[src/pkg/line_if_pkg.sv]
/*
  line_if_pkg: register indices, field positions, reset values and line modes of the
  line interface control register bank.
  assumes: byte address of a register is four times its index, 32-bit APB data.
*/
package line_if_pkg;

  // register indices; byte address is index * 4
  localparam logic [7:0] IDX_LINE_IF_CONTROL_1       = 8'h30;
  localparam logic [7:0] IDX_LINE_IF_CONTROL_2       = 8'h31;
  localparam logic [7:0] IDX_LINE_IF_CONTROL_3       = 8'h32;
  localparam logic [7:0] IDX_TRANSMIT_BUILD_OUT_GAIN = 8'h34;

  // reset values
  localparam logic [7:0] RST_LINE_IF_CONTROL_1       = 8'h00;
  localparam logic [7:0] RST_LINE_IF_CONTROL_2       = 8'h00;
  localparam logic [7:0] RST_LINE_IF_CONTROL_3       = 8'h00;
  localparam logic [7:0] RST_TRANSMIT_BUILD_OUT_GAIN = 8'h00;

  // implemented bits; the rest store nothing and read as zero
  localparam logic [7:0] MASK_LINE_IF_CONTROL_1       = 8'hFF;
  localparam logic [7:0] MASK_LINE_IF_CONTROL_2       = 8'h7F;
  localparam logic [7:0] MASK_LINE_IF_CONTROL_3       = 8'hD9;
  localparam logic [7:0] MASK_TRANSMIT_BUILD_OUT_GAIN = 8'h7F;

  // line_if_control_1 fields
  localparam int BIT_TX_POWER_ON            = 0;
  localparam int BIT_JITTER_ATTEN_DISABLE   = 1;
  localparam int BIT_JITTER_BUFFER_DEPTH    = 2;
  localparam int BIT_JITTER_ATTEN_PLACEMENT = 3;
  localparam int BIT_RX_EQ_GAIN_LIMIT       = 4;
  localparam int POS_BUILD_OUT              = 5;  // build_out_bit0..2 at 5..7

  // line_if_control_2 fields
  localparam int BIT_CUSTOM_DRIVER_SELECT   = 0;
  localparam int BIT_SHORT_LIMIT_DISABLE    = 1;
  localparam int BIT_RX_COMPOSITE_FILTER_EN = 2;
  localparam int BIT_JITTER_CLOCK_MUX       = 3;
  localparam int BIT_TX_ALARM_ALL_ONES_N    = 4;
  localparam int BIT_INSERT_BIPOLAR_VIOL    = 5;
  localparam int BIT_LINE_IF_RESET         = 6;

  // line_if_control_3 fields
  localparam int BIT_TX_ALTERNATING_PATTERN = 0;
  localparam int BIT_MONITOR_GAIN_LO        = 3;
  localparam int BIT_MONITOR_GAIN_HI        = 4;
  localparam int BIT_MARK_INVERSION_INVERT  = 6;
  localparam int BIT_MARK_INVERSION_ENABLE  = 7;

  // transmit_build_out_gain fields
  localparam int POS_TX_GAIN_CODE           = 0;  // tx_gain_code at 0..5
  localparam int BIT_AUTO_GAIN_SELECT       = 6;

  // build-out codes
  localparam logic [2:0] BO_E1_75_NORMAL   = 3'b000;
  localparam logic [2:0] BO_E1_120_NORMAL  = 3'b001;
  localparam logic [2:0] BO_E1_75_HIGH_RL  = 3'b100;
  localparam logic [2:0] BO_E1_120_HIGH_RL = 3'b101;
  localparam logic [2:0] BO_T1_LAST_RANGE  = 3'b100;

  // consecutive marks before a violation may be inserted
  localparam logic [1:0] BPV_RUN_BEFORE = 2'd2;

  typedef enum logic [1:0] {
    MODE_T1,
    MODE_E1,
    MODE_COMPOSITE,
    MODE_6312K
  } line_mode_t;

  typedef enum logic [2:0] {
    EQ_T1_LONG_36DB,
    EQ_T1_LIMITED_15DB,
    EQ_E1_LONG_43DB,
    EQ_E1_SHORT_12DB
  } eq_limit_t;

endpackage

[src/verilog/line_if_control_regs.sv]
/*
  line_if_control_regs: APB register bank for the line interface controls, with the
  decoded control levels, one-shot reset and violation insertion, and the transmit
  line output stage (power-down, alarm, pattern, square wave, open drain).
  assumes: zero-wait APB master on pclk, transmit bits arrive as pos/neg marks with a
  one-cycle valid strobe, line mode set by the surrounding mode logic.
*/
//
// Notes on behaviour
// - power bit low tri-states both line outputs
// - attenuator disable bit; attenuator only T1/E1
// - depth bit: 0 deep buffer, 1 shallow
// - placement bit: 0 receive, 1 transmit path
// - equalizer limit chosen by bit and mode
// - E1 build-out codes 000,001,100,101 decoded
// - T1 codes 000-100 cable ranges, rest reserved
// - gain code sets level in fixed mode
// - gain select 0 means automatic, code ignored
// - custom driver, zero build-out: square wave
// - custom driver, nonzero build-out: open drain
// - current limiter on unless disabled or 6312
// - composite filter only in composite mode
// - attenuator clock mux used in T1 only
// - alarm bit low sends unframed all ones
// - one violation at next three-ones run, T1/E1 only
// - reset bit rising resets recovery, recenters attenuator
// - pattern bit sends alternating ones and zeros
// - monitor bits select receive gain boost
// - mark inversion enable and invert bits
`timescale 1ns/1ps

module line_if_control_regs
  import line_if_pkg::*;
(
  input  wire logic        pclk,                  // bus clock, 200 MHz
  input  wire logic        presetn,               // async reset, active low
  input  wire logic        psel,                  // apb select
  input  wire logic        penable,               // apb access phase
  input  wire logic        pwrite,                // apb direction
  input  wire logic [11:0] paddr,                 // apb byte address
  input  wire logic [31:0] pwdata,                // apb write data
  input  wire logic [3:0]  pstrb,                 // apb byte strobes
  output logic      [31:0] prdata,                // apb read data
  output logic             pready,                // apb ready
  output logic             pslverr,               // apb error on unmapped address
  input  wire line_mode_t  line_mode,             // current network mode
  input  wire logic        tx_bit_valid,          // one transmit bit this cycle
  input  wire logic        tx_pos_in,             // positive mark from encoder
  input  wire logic        tx_neg_in,             // negative mark from encoder
  output logic             tx_line_pos_o,         // positive line output level
  output logic             tx_line_pos_oe,        // positive line output enable
  output logic             tx_line_neg_o,         // negative line output level
  output logic             tx_line_neg_oe,        // negative line output enable
  output logic             jitter_atten_enable,   // attenuator in use
  output logic             jitter_buffer_short,   // 32-bit buffer selected
  output logic             jitter_atten_in_tx,    // attenuator in transmit path
  output logic             jitter_clock_from_pll, // attenuator clock from pll
  output eq_limit_t        rx_eq_limit,           // equalizer gain limit
  output logic      [2:0]  build_out_code,        // build-out selection
  output logic             build_out_high_rl,     // E1 high return loss variant
  output logic             build_out_120_ohm,     // E1 120 ohm level
  output logic             build_out_reserved,    // code reserved in this mode
  output logic             tx_auto_gain,          // transmit agc in use
  output logic      [5:0]  tx_fixed_gain,         // fixed gain, zero under agc
  output logic             current_limit_enable,  // 50 mA limiter active
  output logic             rx_composite_filter,   // 64 kHz clock filter active
  output logic      [1:0]  monitor_gain,          // receive gain boost select
  output logic             mark_inversion_en,     // cmi line coding
  output logic             mark_inversion_inv,    // cmi polarity invert
  output logic             clock_recovery_reset,  // one-cycle recovery reset
  output logic             jitter_recenter,       // one-cycle attenuator recenter
  output logic             bpv_inserted           // one-cycle, violation sent
);

  logic [7:0] ctrl1_q;
  logic [7:0] ctrl2_q;
  logic [7:0] ctrl3_q;
  logic [7:0] gain_q;
  logic       access;
  logic       mapped;
  logic [7:0] reg_idx;
  logic       wr_en;
  logic [7:0] wbyte;
  logic       wr1;
  logic       wr2;
  logic       wr3;
  logic       wr4;
  logic       rst_rise;
  logic       bpv_rise;
  logic       rst_pulse_q;
  logic       bpv_armed_q;
  logic [1:0] ones_run_q;
  logic       last_pos_q;
  logic       pos_q;
  logic       neg_q;
  logic       alt_phase_q;
  logic       bpv_pulse_q;
  logic       mark_in;
  logic       bpv_supported;
  logic       do_bpv;
  logic       sq_wave;
  logic       open_drain;
  logic       t1_or_e1;

  // ---------------- apb slave ----------------
  assign access  = psel && penable;
  assign pready  = 1'b1;
  assign reg_idx = paddr[9:2];
  assign mapped  = (paddr[11:10] == 2'b00) && (paddr[1:0] == 2'b00)
                && (reg_idx == IDX_LINE_IF_CONTROL_1 || reg_idx == IDX_LINE_IF_CONTROL_2
                 || reg_idx == IDX_LINE_IF_CONTROL_3
                 || reg_idx == IDX_TRANSMIT_BUILD_OUT_GAIN);
  assign pslverr = access && !mapped;
  assign wr_en   = access && pwrite && mapped && pstrb[0];
  assign wbyte   = pwdata[7:0];
  assign wr1     = wr_en && (reg_idx == IDX_LINE_IF_CONTROL_1);
  assign wr2     = wr_en && (reg_idx == IDX_LINE_IF_CONTROL_2);
  assign wr3     = wr_en && (reg_idx == IDX_LINE_IF_CONTROL_3);
  assign wr4     = wr_en && (reg_idx == IDX_TRANSMIT_BUILD_OUT_GAIN);

  always_comb
  begin
    prdata = 32'h0000_0000;
    if (access && !pwrite && mapped)
    begin
      unique case (reg_idx)
        IDX_LINE_IF_CONTROL_1: prdata[7:0] = ctrl1_q;
        IDX_LINE_IF_CONTROL_2: prdata[7:0] = ctrl2_q;
        IDX_LINE_IF_CONTROL_3: prdata[7:0] = ctrl3_q;
        default:               prdata[7:0] = gain_q;
      endcase
    end
  end

  always_ff @(posedge pclk or negedge presetn)
  begin
    if (!presetn)
    begin
      ctrl1_q <= RST_LINE_IF_CONTROL_1;
      ctrl2_q <= RST_LINE_IF_CONTROL_2;
      ctrl3_q <= RST_LINE_IF_CONTROL_3;
      gain_q  <= RST_TRANSMIT_BUILD_OUT_GAIN;
    end
    else
    begin
      if (wr1)
        ctrl1_q <= wbyte & MASK_LINE_IF_CONTROL_1;
      if (wr2)
        ctrl2_q <= wbyte & MASK_LINE_IF_CONTROL_2;
      if (wr3)
        ctrl3_q <= wbyte & MASK_LINE_IF_CONTROL_3;
      if (wr4)
        gain_q <= wbyte & MASK_TRANSMIT_BUILD_OUT_GAIN;
    end
  end

  // ---------------- decoded controls ----------------
  assign t1_or_e1              = (line_mode == MODE_T1) || (line_mode == MODE_E1);
  assign jitter_atten_enable   = !ctrl1_q[BIT_JITTER_ATTEN_DISABLE] && t1_or_e1;
  assign jitter_buffer_short   = ctrl1_q[BIT_JITTER_BUFFER_DEPTH];
  assign jitter_atten_in_tx    = ctrl1_q[BIT_JITTER_ATTEN_PLACEMENT];
  assign jitter_clock_from_pll = ctrl2_q[BIT_JITTER_CLOCK_MUX]
                              && (line_mode == MODE_T1);
  assign build_out_code        = ctrl1_q[POS_BUILD_OUT +: 3];

  always_comb
  begin
    if (line_mode == MODE_E1)
      rx_eq_limit = ctrl1_q[BIT_RX_EQ_GAIN_LIMIT] ? EQ_E1_SHORT_12DB
                                                  : EQ_E1_LONG_43DB;
    else
      rx_eq_limit = ctrl1_q[BIT_RX_EQ_GAIN_LIMIT] ? EQ_T1_LIMITED_15DB
                                                  : EQ_T1_LONG_36DB;
  end

  // E1 decodes four codes, T1 five ranges; anything else is flagged reserved
  always_comb
  begin
    build_out_high_rl  = 1'b0;
    build_out_120_ohm  = 1'b0;
    build_out_reserved = 1'b0;
    if (line_mode == MODE_E1)
    begin
      build_out_high_rl  = (build_out_code == BO_E1_75_HIGH_RL)
                        || (build_out_code == BO_E1_120_HIGH_RL);
      build_out_120_ohm  = (build_out_code == BO_E1_120_NORMAL)
                        || (build_out_code == BO_E1_120_HIGH_RL);
      build_out_reserved = !(build_out_code == BO_E1_75_NORMAL || build_out_120_ohm
                          || build_out_code == BO_E1_75_HIGH_RL);
    end
    else if (line_mode == MODE_T1)
      build_out_reserved = (build_out_code > BO_T1_LAST_RANGE);
  end

  assign tx_auto_gain         = !gain_q[BIT_AUTO_GAIN_SELECT];
  assign tx_fixed_gain        = tx_auto_gain ? 6'h00
                              : gain_q[POS_TX_GAIN_CODE +: 6];
  assign current_limit_enable = !ctrl2_q[BIT_SHORT_LIMIT_DISABLE]
                             && (line_mode != MODE_6312K);
  assign rx_composite_filter  = ctrl2_q[BIT_RX_COMPOSITE_FILTER_EN]
                             && (line_mode == MODE_COMPOSITE);
  assign monitor_gain         = {ctrl3_q[BIT_MONITOR_GAIN_HI],
                                 ctrl3_q[BIT_MONITOR_GAIN_LO]};
  assign mark_inversion_en    = ctrl3_q[BIT_MARK_INVERSION_ENABLE];
  assign mark_inversion_inv   = ctrl3_q[BIT_MARK_INVERSION_INVERT];

  // ---------------- one-shot actions ----------------
  // new value compared against the held one, so rewriting a 1 does nothing
  assign rst_rise = wr2 && wbyte[BIT_LINE_IF_RESET] && !ctrl2_q[BIT_LINE_IF_RESET];
  assign bpv_rise = wr2 && wbyte[BIT_INSERT_BIPOLAR_VIOL]
                 && !ctrl2_q[BIT_INSERT_BIPOLAR_VIOL];

  always_ff @(posedge pclk or negedge presetn)
  begin
    if (!presetn)
      rst_pulse_q <= 1'b0;
    else
      rst_pulse_q <= rst_rise;
  end

  assign clock_recovery_reset = rst_pulse_q;
  assign jitter_recenter      = rst_pulse_q;

  // ---------------- transmit line stage ----------------
  assign bpv_supported = (line_mode != MODE_COMPOSITE) && (line_mode != MODE_6312K);
  assign mark_in       = tx_pos_in || tx_neg_in;
  assign do_bpv        = tx_bit_valid && bpv_armed_q && mark_in
                      && (ones_run_q == BPV_RUN_BEFORE);
  assign sq_wave       = ctrl2_q[BIT_CUSTOM_DRIVER_SELECT] && (build_out_code == 3'b000);
  assign open_drain    = ctrl2_q[BIT_CUSTOM_DRIVER_SELECT] && (build_out_code != 3'b000);

  // armed by a rising write, spent by one insertion; a new rise wins the same cycle
  always_ff @(posedge pclk or negedge presetn)
  begin
    if (!presetn)
      bpv_armed_q <= 1'b0;
    else if (bpv_rise && bpv_supported)
      bpv_armed_q <= 1'b1;
    else if (do_bpv || !bpv_supported)
      bpv_armed_q <= 1'b0;
  end

  always_ff @(posedge pclk or negedge presetn)
  begin
    if (!presetn)
      ones_run_q <= 2'd0;
    else if (tx_bit_valid)
    begin
      if (!mark_in || do_bpv)
        ones_run_q <= 2'd0;
      else if (ones_run_q != BPV_RUN_BEFORE)
        ones_run_q <= ones_run_q + 2'd1;
    end
  end

  // line symbols: pattern, alarm, square wave, violation, then normal data
  always_ff @(posedge pclk or negedge presetn)
  begin
    if (!presetn)
    begin
      pos_q       <= 1'b0;
      neg_q       <= 1'b0;
      last_pos_q  <= 1'b0;
      alt_phase_q <= 1'b0;
      bpv_pulse_q <= 1'b0;
    end
    else
    begin
      bpv_pulse_q <= do_bpv && ctrl2_q[BIT_TX_ALARM_ALL_ONES_N]
                  && !ctrl3_q[BIT_TX_ALTERNATING_PATTERN] && !sq_wave;
      if (tx_bit_valid)
      begin
        alt_phase_q <= !alt_phase_q;
        if (ctrl3_q[BIT_TX_ALTERNATING_PATTERN])
        begin
          // mark on every other bit, marks alternate in polarity
          pos_q <= alt_phase_q && !last_pos_q;
          neg_q <= alt_phase_q && last_pos_q;
          if (alt_phase_q)
            last_pos_q <= !last_pos_q;
        end
        else if (!ctrl2_q[BIT_TX_ALARM_ALL_ONES_N])
        begin
          pos_q      <= !last_pos_q;
          neg_q      <= last_pos_q;
          last_pos_q <= !last_pos_q;
        end
        else if (sq_wave)
        begin
          pos_q <= alt_phase_q;
          neg_q <= !alt_phase_q;
        end
        else if (do_bpv)
        begin
          // repeat the last polarity to break the alternation
          pos_q <= last_pos_q;
          neg_q <= !last_pos_q;
        end
        else
        begin
          pos_q <= tx_pos_in;
          neg_q <= tx_neg_in;
          if (mark_in)
            last_pos_q <= tx_pos_in;
        end
      end
    end
  end

  assign bpv_inserted = bpv_pulse_q;

  // open drain pulls low during a mark and floats otherwise
  always_comb
  begin
    tx_line_pos_o  = 1'b0;
    tx_line_neg_o  = 1'b0;
    tx_line_pos_oe = 1'b0;
    tx_line_neg_oe = 1'b0;
    if (ctrl1_q[BIT_TX_POWER_ON])
    begin
      if (open_drain)
      begin
        tx_line_pos_oe = pos_q;
        tx_line_neg_oe = neg_q;
      end
      else
      begin
        tx_line_pos_o  = pos_q;
        tx_line_neg_o  = neg_q;
        tx_line_pos_oe = 1'b1;
        tx_line_neg_oe = 1'b1;
      end
    end
  end
endmodule // line_if_control_regs

[config.mk]
export PLATFORM = sky130hd
export DESIGN_NAME = line_if_control_regs
export DESIGN_NICKNAME = d
export VERILOG_FILES = /design/src/pkg/line_if_pkg.sv /design/src/verilog/line_if_control_regs.sv
export SDC_FILE = /design/constraint.sdc
export NUM_CORES = 1
export LEC_CHECK = 0
export ABC_AREA = 1
export ABC_CLOCK_PERIOD_IN_PS = 1410
export BUFFER_PORTS_ARGS = -buffer_cell sky130_fd_sc_hd__buf_4
export CORE_MARGIN = 2
export CORE_UTILIZATION = 41
export CTS_CLUSTER_SIZE = 10
export DETAILED_ROUTE_END_ITERATION = 8
export GPL_ROUTABILITY_DRIVEN = 0
export PLACE_DENSITY = 0.75
export SLEW_MARGIN = 15
export SYNTH_ARGS = -nofsm -noshare
export SYNTH_HDL_FRONTEND = slang
export SYNTH_SLANG_ARGS = --single-unit
[constraint.sdc]
create_clock -name pclk -period 1.41 [get_ports pclk]
set_input_delay 0.282 -clock pclk [delete_from_list [all_inputs] [get_ports pclk]]
set_output_delay 0.282 -clock pclk [all_outputs]
set_load 0.01 [all_outputs]
==> run_results.csv <==
group,metric,value,unit
yosys,ys_seq_area_frac,0.391,
floorplanning,core-area,5470,um2
routing,wl_met2,3980,um
cells_and_area,n_antenna_cell,0,
floorplanning,dieArea,6240,um2
critical_path,cp-start-kind,"input pin",
place,dp_cells,474,
yosys,yosysUniqueCellTypes,34,
clocking,h-tree-depth,2,
yosys,yosysMostFrequentCell,"nand2_1",
cells_and_area,nets,487,
global_routing,grt_overflow,0,
pwr,power-per-cell-area,645,nW/um2
routing,drt_iter0_drc,169,
floorplanning,die_x,79.0,um
cells_and_area,multi_input_area,1440,um2
yosys,ys_async_sr_fraction,1.00,
place,postPlaceCellArea,3110,um2
clocking,cts.sinks,36,
clocking,cts_tree,"yes",
yosys,yosys_register_bits,36,
yosys,syn_avg_cell_area,7.46,um2
routing,routed_wirelength,7380,um
critical_path,r2r-start,"ones_run_q[0]",
sta,fmax,568,MHz
floorplanning,io_pins,125,
yosys,yosysTopAreaCellShare,0.391,
critical_path,endpoint_kind,"output pin",
place,hpwl,4710,um
worst_hold_path,hold_path_class,"in2reg",
sta,drv_slew,0,
routing,met3_length,559,um
critical_path,cp_max_fo,8,
cells_and_area,drive_gt1_frac,0.514,
floorplanning,row_count,27,
cells_and_area,final_util,0.690,
sta,hold_ws,0.212,ns
critical_path,crit_path_start,"paddr[9]",
routing,met1Wirelength,2700,um
yosys,yosysTopAreaCell,"dfrtp_1",
clocking,clk-insertion-delay-late,0.29,ns
yosys,ys_top_cells_by_count,"nand2_1 (65), inv_1 (47), dfrtp_1 (36)",
clocking,numCtsBuffers,5,
place,port_buffers,71,
yosys,synthCells,309,
sta,setup_violations,37,
outcome,violations,"setup timing",
sta,post-route-period-util,1.25,
critical_path,cp.arrival,1.48,ns
global_routing,grt_max_degree,37,
yosys,synth.area.top_cells,"dfrtp_1 (39%), buf_4 (11%), nand2_1 (11%)",
routing,avgRoutedWirePerCell,14.8,um
sta,rsz0062_at_grt,"yes",
global_routing,grt_use_total,0.221,
critical_path,crit_type,"in2out",
routing,vias_per_cell,4.94,
routing,dr.pass1.iters,4,
yosys,yosys_warnings,0,
yosys,syn_area,2310,um2
pwr,peakVddDrop,0.489,mV
routing,post-route-drc-count,0,
clocking,cts_root_buf,"clkbuf_8",
clocking,cts.clk_slew.worst_paths,0.07,ns
clocking,clock_path_buffers,2,
floorplanning,die_y,79.0,um
cells_and_area,num-fill-cells,414,
run,cap_viol_max_count,0,
sta,hold_viol_final,0,
global_routing,antenna_found_initial,0,
cells_and_area,seq_area,901,um2
cells_and_area,post_layout_nonfiller_instances,500,
sta,clock_skew,0.00195,ns
sta,min_period,1.76,ns
sta,timing.final.ws_setup,-0.351,ns
yosys,synth_edf_count,0,
floorplanning,initial_core_util,0.421,
routing,top_layer,"met4",
cells_and_area,fin_area,3770,um2
critical_path,critical_path_required,1.13,ns
yosys,synth_top_flop_cell,"dfrtp_1",
global_routing,grt_pass1_wl,10700,um
worst_hold_path,min_from,"pwdata[2]",
global_routing,grt_pass1_vias,2332,
routing,antenna_left,0,
sta,tns,-5.88,ns
routing,vias,2468,
pwr,p_leak,1.90,nW
cells_and_area,areaGrowthSynthToFinish,63.7,%
pwr,power.total,2.44,mW
place,post-place-ws,-0.477,ns
outcome,outcome,"finished, violations left",
-- power by group --
part,switching (mW),total (mW),internal (mW)
clock,0.351,0.687,0.336
combinational,0.295,0.562,0.267
sequential,0.0800,1.19,1.11
-- state kept, by name, summed over array words and instances, names as in the netlist --
| register | cells |
|---|---|
| neg_q | 1 |
| alt_phase_q | 1 |
| bpv_inserted | 1 |
| clock_recovery_reset | 1 |
| last_pos_q | 1 |
| ctrl3_q | 5 |
| ones_run_q | 2 |
| bpv_armed_q | 1 |
| ctrl2_q | 7 |
| gain_q | 7 |
| pos_q | 1 |
| ctrl1_q | 8 |
-- layout make-up --
class	count	area share
Timing Repair Buffer	123	0.281
Tap cell	72	0.0239
Inverter	49	0.0547
Sequential cell	36	0.239
Clock inverter	1	0.00133
Clock buffer	6	0.0192
Multi-Input combinational cell	213	0.381
-- worst paths after layout --
path	endpoint	slack [ns]	depth (start not counted)
setup / recovery	prdata[4]	-0.35	9
hold / removal	gain_q[2]	0.21	3
setup reg to reg	neg_q	-0.04	8
hold reg to reg	clock_recovery_reset	0.43	1
max in group asynchronous	ctrl2_q[4]	0.60	2
min in group asynchronous	ctrl1_q[2]	0.49	2
-- layout by cell type, fill, tap and decap left out, types with 3 or more instances in the layout --
cell and instances:
inv_1 35, o21ai_2 9, nand2_1 44, conb_1 26, o21ai_1 17, buf_6 34, nor2_1 12, buf_4 87
clkbuf_8 5, inv_2 10, nor2_2 7, nand2_8 3, dfrtp_1 36, o22ai_1 3, nand2_4 5, o21ai_0 11
nand2_2 17, a21oi_1 5, nand3_1 4, o22ai_2 4, nor2_4 17, nand4_1 4
-- kinds of logic after synthesis --
kind of cell	Yosys count	synth area share
buf+inv	87	0.200
simple gates	118	0.228
fa+ha+maj	1	0.00543
xor+xnor	1	0.00380
flops	36	0.391
other cells	2	0.00326
compound gates	64	0.169
-- critical path, stage by stage --
cell,delay [ns]
buf_8,0.11
inv_12,0.04
nand2_4,0.04
nor2_4,0.17
o211ai_4,0.16
a21oi_4,0.24
nand2_8,0.16
nor2_4,0.16
buf_6,0.11
-- metal layers --
metal,up-vias,global-route usage
met5,-,0
met1,1162,0.268
met4,0,0.0672
met3,12,0.0375
met2,128,0.398
li1,1166,-
-- repair_timing --
action / CTS / global route
gates cloned: 3 / 0
hold endpoints to repair: 36 / 0
hold buffers: 1 / 0
endpoints found under the setup margin: 42 / 56
pin swaps: 29 / 27
buffers inserted: 10 / 10
resized for setup: 70 / 61
Note: power is estimated with default switching activity, not from simulation.
